## config.mk

```make
export PLATFORM = sky130hd
export DESIGN_NAME = primary_interrupt_control
export DESIGN_NICKNAME = d
export VERILOG_FILES = /design/src/irq_bank_pkg.sv /design/src/primary_interrupt_control.sv
export VERILOG_INCLUDE_DIRS = /design/src
export SDC_FILE = /design/constraint.sdc
export NUM_CORES = 1
export LEC_CHECK = 0
export ABC_AREA = 1
export BUFFER_PORTS_ARGS = -buffer_cell sky130_fd_sc_hd__buf_2
export CORE_MARGIN = 1.5
export CORE_UTILIZATION = 49
export DETAILED_ROUTE_END_ITERATION = 10
export HOLD_SLACK_MARGIN = 0.05
export PLACE_DENSITY = 0.76
export SYNTH_ARGS = -nofsm -noshare
export SYNTH_HDL_FRONTEND = slang
export SYNTH_SLANG_ARGS = --single-unit
```

## constraint.sdc

```tcl
create_clock -name clock -period 1.55 [get_ports clock]
set_input_delay 0.31 -clock clock [delete_from_list [all_inputs] [get_ports clock]]
set_output_delay 0.31 -clock clock [all_outputs]
set_load 0.02 [all_outputs]
```

## src/irq_bank_cfg.svh

```systemverilog
// Register offsets, field positions and reset values of the primary interrupt bank.
// Assumes inclusion by the bank module only.
`ifndef IRQ_BANK_CFG_SVH
`define IRQ_BANK_CFG_SVH
// ==========================================
// Byte offsets on the register bus
`define OFS_PIN_EDGE_SELECT 4'h0
`define OFS_IRQ_CONTROL_PRIMARY 4'h4
`define OFS_IRQ_CONTROL_SECONDARY 4'h8
`define OFS_IRQ_CONTROL_TERTIARY 4'hc
`define OFS_IRQ_PENDING 8'h10
// ==========================================
// Edge select fields
`define POS_PIN_A_EDGE 0
`define POS_PIN_B_EDGE 2
// ==========================================
// Primary control fields
`define POS_GLOBAL_EN 0
`define POS_PIN_A_EN 1
`define POS_PIN_B_EN 2
`define POS_CMP_A_EN 3
`define POS_PIN_A_FLAG 4
`define POS_PIN_B_FLAG 5
`define POS_CMP_A_FLAG 6
// ==========================================
// Secondary control fields
`define POS_CMP_B_EN 0
`define POS_GROUP0_EN 1
`define POS_GROUP1_EN 2
`define POS_CONV_EN 3
`define POS_CMP_B_FLAG 4
`define POS_GROUP0_FLAG 5
`define POS_GROUP1_FLAG 6
`define POS_CONV_FLAG 7
// ==========================================
// Tertiary control fields
`define POS_GROUP2_EN 0
`define POS_TICK_A_EN 1
`define POS_TICK_B_EN 2
`define POS_GROUP3_EN 3
`define POS_GROUP2_FLAG 4
`define POS_TICK_A_FLAG 5
`define POS_TICK_B_FLAG 6
`define POS_GROUP3_FLAG 7
// ==========================================
// Reset values and read masks
`define RST_REG 8'h00
`define MASK_EDGE 8'h0f
`define MASK_PRIMARY 8'h7f
`define MASK_SECONDARY_NO_CONV 8'h77
`define MASK_FULL 8'hff
`endif

```

## src/irq_bank_pkg.sv

```systemverilog
// Types shared by the primary interrupt bank.
// Assumes no other package.
package irq_bank_pkg;
    // ==========================================
    // Trigger codes of an external pin
    typedef enum logic [1:0] {
        EDGE_OFF = 2'h0,
        EDGE_RISE = 2'h1,
        EDGE_FALL = 2'h2,
        EDGE_BOTH = 2'h3
    } edge_mode_t;
    typedef enum logic [1:0] {
        RESP_OKAY = 2'h0,
        RESP_SLVERR = 2'h2
    } axi_resp_t;
endpackage : irq_bank_pkg

```

## src/primary_interrupt_control.sv

```systemverilog
// Primary interrupt request and enable bank with an AXI4-Lite register slave.
// Assumes pins and peripheral request pulses are synchronous to clock.
//
// Notes on behaviour
// Bits 3:2 of the edge register pick pin B's trigger: off, rising, falling or both.
// Bits 1:0 of the edge register pick pin A's trigger with the same four codes.
// Bits 7:4 of the edge register read as zero.
// Bit 7 of the secondary register is a read/write converter request flag.
// Without a converter, bits 7 and 3 of the secondary register read as zero.
// Bits 5 and 6 of the secondary register are group 0 and group 1 request flags.
// Bits 1 and 2 of the secondary register enable group 0 and group 1.
// Bit 4 of the secondary register is comparator B's flag and bit 0 its enable.
// Bits 7:4 of the tertiary register are flags for group 3, tick B, tick A, group 2.
// Bits 3:0 of the tertiary register are enables for group 3, tick B, tick A, group 2.
// The CPU request rises only when a flag, its enable and the global enable are all set.
// A pin flag is set on the selected edge and held until software writes zero to it.
`include "irq_bank_cfg.svh"
module primary_interrupt_control
    import irq_bank_pkg::*;
#(
    parameter bit HAS_CONVERTER = 1'b1
) (
    // Clock and reset
    input wire logic clock,
    input wire logic rst,
    // External pins and peripheral request pulses
    input wire logic ext_irq_pin_a,
    input wire logic ext_irq_pin_b,
    input wire logic cmp_a_req,
    input wire logic cmp_b_req,
    input wire logic conv_req,
    input wire logic [3:0] group_req,
    input wire logic tick_a_req,
    input wire logic tick_b_req,
    // Request to the CPU
    output logic cpu_irq,
    // AXI4-Lite write address and data
    input wire logic [4:0] s_axi_awaddr,
    input wire logic s_axi_awvalid,
    output logic s_axi_awready,
    input wire logic [31:0] s_axi_wdata,
    input wire logic [3:0] s_axi_wstrb,
    input wire logic s_axi_wvalid,
    output logic s_axi_wready,
    // AXI4-Lite write response
    output logic [1:0] s_axi_bresp,
    output logic s_axi_bvalid,
    input wire logic s_axi_bready,
    // AXI4-Lite read
    input wire logic [4:0] s_axi_araddr,
    input wire logic s_axi_arvalid,
    output logic s_axi_arready,
    output logic [31:0] s_axi_rdata,
    output logic [1:0] s_axi_rresp,
    output logic s_axi_rvalid,
    input wire logic s_axi_rready
);
    import irq_bank_pkg::*;

    // ==========================================
    // State
    logic [7:0] edge_q, edge_d;
    logic [7:0] prim_q, prim_d;
    logic [7:0] sec_q, sec_d;
    logic [7:0] ter_q, ter_d;
    logic pin_a_q, pin_a_d, pin_b_q, pin_b_d;
    logic irq_q, irq_d;
    logic aw_full_q, aw_full_d, w_full_q, w_full_d;
    logic [4:0] awaddr_q, awaddr_d;
    logic [7:0] wdata_q, wdata_d;
    logic wstrb_q, wstrb_d;
    logic bvalid_q, bvalid_d;
    logic [1:0] bresp_q, bresp_d;
    logic rvalid_q, rvalid_d;
    logic [1:0] rresp_q, rresp_d;
    logic [7:0] rdata_q, rdata_d;
    logic pin_a_hit, pin_b_hit, do_write, rd_take;
    logic [7:0] sec_mask, rd_val;
    logic rd_ok;
    logic [10:0] pend;

    function automatic logic edge_hit(input logic [1:0] mode, input logic prev, input logic cur);
        logic rise;
        logic fall;
        rise = !prev && cur;
        fall = prev && !cur;
        unique case (edge_mode_t'(mode))
            EDGE_OFF: edge_hit = 1'b0;
            EDGE_RISE: edge_hit = rise;
            EDGE_FALL: edge_hit = fall;
            EDGE_BOTH: edge_hit = rise || fall;
        endcase
    endfunction : edge_hit

    // ==========================================
    // Edge detection and flag bank
    always_comb begin
        // Converter absent: its flag and enable cannot be stored, so they read as zero
        sec_mask = HAS_CONVERTER ? `MASK_FULL : `MASK_SECONDARY_NO_CONV;
        pin_a_d = ext_irq_pin_a;
        pin_b_d = ext_irq_pin_b;
        pin_a_hit = edge_hit(edge_q[`POS_PIN_A_EDGE +: 2], pin_a_q, ext_irq_pin_a);
        pin_b_hit = edge_hit(edge_q[`POS_PIN_B_EDGE +: 2], pin_b_q, ext_irq_pin_b);
        do_write = aw_full_q && w_full_q && !bvalid_q;
        edge_d = edge_q;
        prim_d = prim_q;
        sec_d = sec_q;
        ter_d = ter_q;
        if (do_write && wstrb_q) begin
            unique case (awaddr_q[4:0])
                5'(`OFS_PIN_EDGE_SELECT): edge_d = wdata_q & `MASK_EDGE;
                5'(`OFS_IRQ_CONTROL_PRIMARY): prim_d = wdata_q & `MASK_PRIMARY;
                5'(`OFS_IRQ_CONTROL_SECONDARY): sec_d = wdata_q & sec_mask;
                5'(`OFS_IRQ_CONTROL_TERTIARY): ter_d = wdata_q;
                default: ;
            endcase
        end
        // Hardware sets win over a software clear in the same cycle
        if (pin_a_hit) prim_d[`POS_PIN_A_FLAG] = 1'b1;
        if (pin_b_hit) prim_d[`POS_PIN_B_FLAG] = 1'b1;
        if (cmp_a_req) prim_d[`POS_CMP_A_FLAG] = 1'b1;
        if (cmp_b_req) sec_d[`POS_CMP_B_FLAG] = 1'b1;
        if (group_req[0]) sec_d[`POS_GROUP0_FLAG] = 1'b1;
        if (group_req[1]) sec_d[`POS_GROUP1_FLAG] = 1'b1;
        if (conv_req && HAS_CONVERTER) sec_d[`POS_CONV_FLAG] = 1'b1;
        if (group_req[2]) ter_d[`POS_GROUP2_FLAG] = 1'b1;
        if (tick_a_req) ter_d[`POS_TICK_A_FLAG] = 1'b1;
        if (tick_b_req) ter_d[`POS_TICK_B_FLAG] = 1'b1;
        if (group_req[3]) ter_d[`POS_GROUP3_FLAG] = 1'b1;
        // One term per source keeps each flag paired with its own enable if a field moves
        pend[0] = prim_q[`POS_PIN_A_FLAG] && prim_q[`POS_PIN_A_EN];
        pend[1] = prim_q[`POS_PIN_B_FLAG] && prim_q[`POS_PIN_B_EN];
        pend[2] = prim_q[`POS_CMP_A_FLAG] && prim_q[`POS_CMP_A_EN];
        pend[3] = sec_q[`POS_CMP_B_FLAG] && sec_q[`POS_CMP_B_EN];
        pend[4] = sec_q[`POS_GROUP0_FLAG] && sec_q[`POS_GROUP0_EN];
        pend[5] = sec_q[`POS_GROUP1_FLAG] && sec_q[`POS_GROUP1_EN];
        pend[6] = sec_q[`POS_CONV_FLAG] && sec_q[`POS_CONV_EN] && HAS_CONVERTER;
        pend[7] = ter_q[`POS_GROUP2_FLAG] && ter_q[`POS_GROUP2_EN];
        pend[8] = ter_q[`POS_TICK_A_FLAG] && ter_q[`POS_TICK_A_EN];
        pend[9] = ter_q[`POS_TICK_B_FLAG] && ter_q[`POS_TICK_B_EN];
        pend[10] = ter_q[`POS_GROUP3_FLAG] && ter_q[`POS_GROUP3_EN];
        irq_d = prim_q[`POS_GLOBAL_EN] && |pend;
    end

    always_ff @(posedge clock) begin
        if (rst) begin
            edge_q <= `RST_REG;
            prim_q <= `RST_REG;
            sec_q <= `RST_REG;
            ter_q <= `RST_REG;
            pin_a_q <= 1'b0;
            pin_b_q <= 1'b0;
            irq_q <= 1'b0;
        end else begin
            edge_q <= edge_d;
            prim_q <= prim_d;
            sec_q <= sec_d;
            ter_q <= ter_d;
            pin_a_q <= pin_a_d;
            pin_b_q <= pin_b_d;
            irq_q <= irq_d;
        end
    end

    // ==========================================
    // Register bus slave
    always_comb begin
        aw_full_d = aw_full_q;
        w_full_d = w_full_q;
        awaddr_d = awaddr_q;
        wdata_d = wdata_q;
        wstrb_d = wstrb_q;
        bvalid_d = bvalid_q;
        bresp_d = bresp_q;
        // A channel item is taken only at a valid and ready edge
        if (s_axi_awvalid && s_axi_awready) begin
            aw_full_d = 1'b1;
            awaddr_d = s_axi_awaddr;
        end
        if (s_axi_wvalid && s_axi_wready) begin
            w_full_d = 1'b1;
            wdata_d = s_axi_wdata[7:0];
            wstrb_d = s_axi_wstrb[0];
        end
        if (do_write) begin
            aw_full_d = 1'b0;
            w_full_d = 1'b0;
            bvalid_d = 1'b1;
            bresp_d = (awaddr_q[1:0] == 2'h0 && awaddr_q <= 5'(`OFS_IRQ_CONTROL_TERTIARY))
                      ? RESP_OKAY : RESP_SLVERR;
        end else if (bvalid_q && s_axi_bready) begin
            bvalid_d = 1'b0;
        end
        rd_take = s_axi_arvalid && s_axi_arready;
        rd_ok = 1'b1;
        unique case (s_axi_araddr)
            5'(`OFS_PIN_EDGE_SELECT): rd_val = edge_q;
            5'(`OFS_IRQ_CONTROL_PRIMARY): rd_val = prim_q;
            5'(`OFS_IRQ_CONTROL_SECONDARY): rd_val = sec_q & sec_mask;
            5'(`OFS_IRQ_CONTROL_TERTIARY): rd_val = ter_q;
            default: begin
                rd_val = 8'h00;
                rd_ok = 1'b0;
            end
        endcase
        rvalid_d = rvalid_q;
        rdata_d = rdata_q;
        rresp_d = rresp_q;
        if (rd_take) begin
            rvalid_d = 1'b1;
            rdata_d = rd_val;
            rresp_d = rd_ok ? RESP_OKAY : RESP_SLVERR;
        end else if (rvalid_q && s_axi_rready) begin
            rvalid_d = 1'b0;
        end
    end

    always_ff @(posedge clock) begin
        if (rst) begin
            aw_full_q <= 1'b0;
            w_full_q <= 1'b0;
            awaddr_q <= 5'h00;
            wdata_q <= 8'h00;
            wstrb_q <= 1'b0;
            bvalid_q <= 1'b0;
            bresp_q <= 2'h0;
            rvalid_q <= 1'b0;
            rdata_q <= 8'h00;
            rresp_q <= 2'h0;
        end else begin
            aw_full_q <= aw_full_d;
            w_full_q <= w_full_d;
            awaddr_q <= awaddr_d;
            wdata_q <= wdata_d;
            wstrb_q <= wstrb_d;
            bvalid_q <= bvalid_d;
            bresp_q <= bresp_d;
            rvalid_q <= rvalid_d;
            rdata_q <= rdata_d;
            rresp_q <= rresp_d;
        end
    end

    // Ready is registered state: a channel is ready while its holding slot is empty
    always_ff @(posedge clock) begin
        if (rst) begin
            s_axi_awready <= 1'b0;
            s_axi_wready <= 1'b0;
            s_axi_arready <= 1'b0;
        end else begin
            s_axi_awready <= !aw_full_d && !(s_axi_awvalid && s_axi_awready);
            s_axi_wready <= !w_full_d && !(s_axi_wvalid && s_axi_wready);
            s_axi_arready <= !rvalid_d && !(s_axi_arvalid && s_axi_arready);
        end
    end

    assign cpu_irq = irq_q;
    assign s_axi_bvalid = bvalid_q;
    assign s_axi_bresp = bresp_q;
    assign s_axi_rvalid = rvalid_q;
    assign s_axi_rdata = {24'h000000, rdata_q};
    assign s_axi_rresp = rresp_q;
endmodule : primary_interrupt_control

```

==> impl_metrics.ini, run 1 <==
[power]
vdd_ir_drop_max_mv = 0.8064
power_w = 0.003424
p_leak_nw = 1.522
cellPowerDensity_nw_per_um2 = 1036

[grt]
grt_pass1_vias = 2287
gr-total-overflow = 0
grt_pass1_wl_um = 10210
grt_max_degree = 33
antenna_found_initial = 0
track_usage_pct = 21.18

[critical_path]
crit_fanout = 10
path_class = reg -> reg
required_ns = 1.78
crit_path_end_kind = flop
cp.arrival_ns = 1.58
startpoint_type = flop

[logic_synthesis]
synthArstFlopShare_pct = 0
yosysTopAreaCell = dfxtp_1
synth_area_per_cell_sq_um = 7.577
ys.flop_type = dfxtp_1
synth_cell_type_count = 33
synth_commonest_cells = dfxtp_1 (61), nand2_1 (54), a21oi_1 (42), o21ai_0 (37), nor2_1 (35)
ys_seq_elements = 61
yosysMostFrequentCell = dfxtp_1
synth.area.top_cells = dfxtp_1 (43%), a21oi_1 (7.4%), nand2_1 (7.1%)
synth_seq_area_share_pct = 42.86
ys_warn_count = 0
syn-cell-area_sq_um = 2849
synth_edf_count = 0
netlist.area_leader.share_pct = 42.86
syn_inst = 376

[cts]
cts.path.max_buffers = 2
path_clk_slew_ns = 0.06
cts_max_level = 3
cts_resized = 0
cts-root-buf = clkbuf_8
postCtsSetupBuffers = 0
insertion_delay_ns = 0.33
postCtsHoldBufs = 0
cts_tree = yes
numCtsBuffers = 9
clkSinkCount = 61

[timing]
tns_ns = 0
holdWs_ns = 0.2192
fin_worst_skew_ns = 0.007843
fmax_mhz = 739.6
min_period_over_period_pct = 87.23
fin_crit_ns = 1.352
finalHoldViolations = 0
slew_violations = 0
setup_viol = 0
rsz0062_at_grt = false

[floorplan]
die_x_um = 79.25
die_y_um = 79.25
die-area_sq_um = 6281
start_util_pct = 51.11
core_sq_um = 5574
rows = 27
io_pins = 106

[finish]
stdcell_area_sq_um = 3304
fill_cells = 534
fin_nets = 498
drive_gt1_share_pct = 21.15
diodes = 0
synthToLayoutAreaGrowth_pct = 15.99
instances_no_fill = 507

[worst_hold_path]
hp-class = in -> reg

[flow_run]
cap_viol_max_count = 0

[run_status]
status = finished, final reports clean

[route]
wire_per_inst_um = 12.14
num_vias = 2562
drt-initial-drc-count = 166
first_pass_iters = 6
ant_nets = 0
route.detailed.drc = 0
drt-vias-per-instance = 5.053
routed_wl_um = 6154

[placement]
io_buffers = 52
place_congestion = 0.8513
placed_cells = 491
place_area_sq_um = 3103
dp_hpwl_um = 4579
kinds of logic (layout without fill, tap and decap cells):
kind of cell | Yosys count | count (layout) | share of synthesized area [%]
compound gates | 95 | 95 | 17.39
fa+ha+maj | 4 | 4 | 1.757
buf+inv | 78 | 112 | 14.32
other cells | 1 | 26 | 0.1316
flops | 61 | 61 | 42.86
simple gates | 137 | 137 | 23.54
per-stage QoR:
stage	util (%)	setup WS, ns
6_report	59.28	0.1979
5_1_grt	59.28	0.03867
4_1_cts	59.12	0.1678
3_5_place_dp	55.67	0.1406
3_3_place_gp	55.67	0.1997
2_1_floorplan	-	0.2909
state kept, by name (all words and copies together) (netlist names), 4 cells and up:
register and cells:
awaddr_q 5, edge_q 4, prim_q 7, rdata_q 8
sec_q 8, ter_q 8, wdata_q 8
layout make-up:
class                      count  area, sq um  area share [%]
multi-input combinational    262         1321           39.98
sequential                    61         1221           36.96
timing repair buffer          59        337.8           10.22
clock buffer                  12        145.1           4.392
inverter                      37        141.4           4.279
tap                           72        90.09           2.726
clock inverter                 4        47.55           1.439
power breakdown:
part	internal [W]	switching [W]
Clock	0.000781	0.000579
Combinational	0.000120	0.000258
Sequential	0.00164	0.0000494
Total	0.00254	0.000887
metal layers:
metal	global-route usage [%]	up-vias	wire [um]
met2	36.07	88	2893
li1	-	1323	-
met4	8.070	0	145
met5	0	-	0
met1	24.18	1135	2735
met3	7.586	16	379
worst max-delay path: stages, from the launching register on:
cell	delay [ns]
dfxtp_1	0.32
nor2_2	0.18
nand2_2	0.11
nor2_1	0.14
nand2_2	0.14
inv_4	0.14
nor2_1	0.05
o21ai_1	0.12
inv_1	0.04
cell usage in the layout, fill, tap and decap left out, types with 2 or more instances in the layout:
cell / instances
nand2_2: 3
ha_1: 4
o21ai_0: 37
clkbuf_8: 10
nand4_1: 26
nor2_1: 35
a22o_1: 2
clkbuf_1: 2
a31oi_1: 4
nor2_2: 3
nor2_4: 3
o21ai_1: 7
buf_4: 5
clkinv_2: 2
nand3_1: 6
buf_2: 52
a21oi_1: 42
buf_12: 2
inv_1: 33
dfxtp_1: 61
nand2_1: 53
conb_1: 26
nand3_2: 2
inv_2: 3
worst paths after layout:
kind | startpoint | end | slack [ns] | depth (start not counted)
setup reg to reg | awaddr_q[0]$_SDFFE_PP0P_ | sec_q[4]$_SDFFE_PP0P_ | 0.20 | 8
hold reg to reg | rdata_q[7]$_SDFFE_PP0P_ | rdata_q[7]$_SDFFE_PP0P_ | 0.47 | 2
setup / recovery | awaddr_q[0]$_SDFFE_PP0P_ | sec_q[4]$_SDFFE_PP0P_ | 0.20 | 8
hold / removal | ext_irq_pin_b | pin_b_q$_SDFF_PP0_ | 0.22 | 3
No activity file was read; power rests on OpenSTA's default activity.
==> run 2: changes to the inputs <==
--- a/config.mk
+++ b/config.mk
@@ -9,10 +9,11 @@
 export ABC_AREA = 1
 export BUFFER_PORTS_ARGS = -buffer_cell sky130_fd_sc_hd__buf_2
 export CORE_MARGIN = 1.5
-export CORE_UTILIZATION = 49
+export CORE_UTILIZATION = 44
+export CTS_CLUSTER_DIAMETER = 100
 export DETAILED_ROUTE_END_ITERATION = 10
 export HOLD_SLACK_MARGIN = 0.05
-export PLACE_DENSITY = 0.76
+export PLACE_DENSITY = 0.71
 export SYNTH_ARGS = -nofsm -noshare
 export SYNTH_HDL_FRONTEND = slang
 export SYNTH_SLANG_ARGS = --single-unit
==> constraint.sdc (replaced) <==
create_clock -name clock -period 1.22 [get_ports clock]
set_input_delay 0.244 -clock clock [delete_from_list [all_inputs] [get_ports clock]]
set_output_delay 0.244 -clock clock [all_outputs]
set_load 0.02 [all_outputs]
==> impl_metrics.ini, run 2 (synthesis results as in run 1) <==
[finish]
drive_gt1_share_pct = 28.35
synthToLayoutAreaGrowth_pct = 25.25
fin_nets = 519
diodes = 0
instances_no_fill = 532
multiInputGateArea_sq_um = 1389
seq_area_sq_um = 1234
layout_common_cells = dfxtp_1 (55), buf_2 (51), nand2_1 (49), a21oi_1 (36), o21ai_0 (34)
fill_cells = 601
layout_commonest_cell = dfxtp_1

[power]
cellPowerDensity_nw_per_um2 = 1269
power_w = 0.004527
vdd_ir_drop_max_mv = 0.7609
p_leak_nw = 1.662

[critical_path]
path_cells = nor2_4 -> nand2_2 -> buf_6 -> nor3_4 -> o21ai_1 -> a21oi_1
reg2reg_slack_ns = -0.04
r2r_start = awaddr_q[0]$_SDFFE_PP0P_
rr_worst_depth = 6
path_class = reg -> reg
crit_path_end_kind = flop
cp.depth = 6
critPathMaxStageDelay_ns = 0.33
crit_fanout = 8
required_ns = 1.50
cp.arrival_ns = 1.54
crit_path_start = awaddr_q[0]$_SDFFE_PP0P_
crit_slowest_cell = dfxtp_2
crit_family = simple AND/OR/NAND/NOR gates
startpoint_type = flop
r2r-end = edge_q[1]$_SDFFE_PP0P_
crit_end = edge_q[1]$_SDFFE_PP0P_
critical_path_buf_inv_count = 1

[grt]
gr-total-overflow = 0
antenna_found_initial = 0
grt_pass1_vias = 2277
track_usage_pct = 19.04
grt_max_degree = 28
grt_pass1_wl_um = 10470

[run_status]
failed_checks = setup timing
status = finished, violations left

[route]
route.detailed.drc = 0
first_pass_iters = 4
drt-initial-drc-count = 144
ant_nets = 0
routed_wl_um = 6679
num_vias = 2650
drt-vias-per-instance = 4.981
wire_per_inst_um = 12.55

[cts]
numCtsBuffers = 9
cts_tree = yes
clkSinkCount = 61
insertion_delay_ns = 0.35
cts_max_level = 3
postCtsHoldBufs = 0
cts.path.max_buffers = 2
cts-root-buf = clkbuf_8
path_clk_slew_ns = 0.06

[timing]
min_period_over_period_pct = 103.6
holdWs_ns = 0.1433
fmax_mhz = 791.3
finalHoldViolations = 0
rsz0062_at_grt = true
slew_violations = 0
fin_worst_skew_ns = 0.003764
fin_ws_ns = -0.04371
setup_viol = 17
fin_crit_ns = 1.264

[placement]
post-place-ws_ns = -0.08585
placed_cells = 512
place_congestion = 0.8580
io_buffers = 52
dp_hpwl_um = 4705

[worst_hold_path]
hp-class = in -> reg

[floorplan]
die-area_sq_um = 6966
die_y_um = 83.47
rows = 29
die_x_um = 83.47
io_pins = 106
core_sq_um = 6314
start_util_pct = 45.12

[flow_run]
cap_viol_max_count = 0
-- run 2: worst min-delay path, stage by stage --
cell and delay, ns:
buf_2 0.09, inv_1 0.05, nor2_1 0.07
-- run 2: final cells by class --
cell class,count,share of cell area (%)
Multi-Input combinational cell,262,38.92
Sequential cell,61,34.57
Inverter,37,4.173
Clock buffer,14,4.558
Tap cell,77,2.700
Timing Repair inverter,1,0.1753
Clock inverter,1,0.8415
Timing Repair Buffer,79,14.06
-- run 2: how the worst min path moves through the flow --
stage	start	endpoint	cells past startpoint
2_1_floorplan	rst	ter_q[6]$_SDFFE_PP0P_	1
3_3_place_gp	rdata_q[3]$_SDFFE_PP0P_	rdata_q[3]$_SDFFE_PP0P_	2
3_5_place_dp	rdata_q[5]$_SDFFE_PP0P_	rdata_q[5]$_SDFFE_PP0P_	2
4_1_cts	ext_irq_pin_b	pin_b_q$_SDFF_PP0_	3
5_1_grt	ext_irq_pin_b	pin_b_q$_SDFF_PP0_	3
6_report	ext_irq_pin_b	pin_b_q$_SDFF_PP0_	3
-- run 2: what timing repair did --
action,CTS,global route
setup endpoints to repair,21,28
gates cloned,1,0
pin swaps,11,8
buffers inserted,3,1
resized for setup,17,20
-- run 2: routing by layer --
layer  track usage, %  up-vias  routed length (um)
met1            23.41     1186                2926
met2            31.26       89                3199
met3            3.858       16                 397
met5                0        -                   0
met4            10.58        0                 155
li1                 -     1359                   -
-- run 2: per-stage QoR --
step                      util [%]  setup TNS [ns]  instance area, sq um
after CTS                    55.41         -0.2661                  3498
final                        56.52         -0.2840                  3568
after detailed placement     51.25          -1.032                  3236
after global routing         56.52          -2.557                  3568
after floorplan                  -               0                  2949
after global placement       51.25         -0.4051                  3236
-- run 2: where the power goes --
group | leakage, nW | total, W | internal (W) | switching (W)
Sequential | 0.502 | 0.00215 | 0.00208 | 0.0000708
Clock | 0.0968 | 0.00181 | 0.00105 | 0.000768
Combinational | 1.06 | 0.000563 | 0.000209 | 0.000354
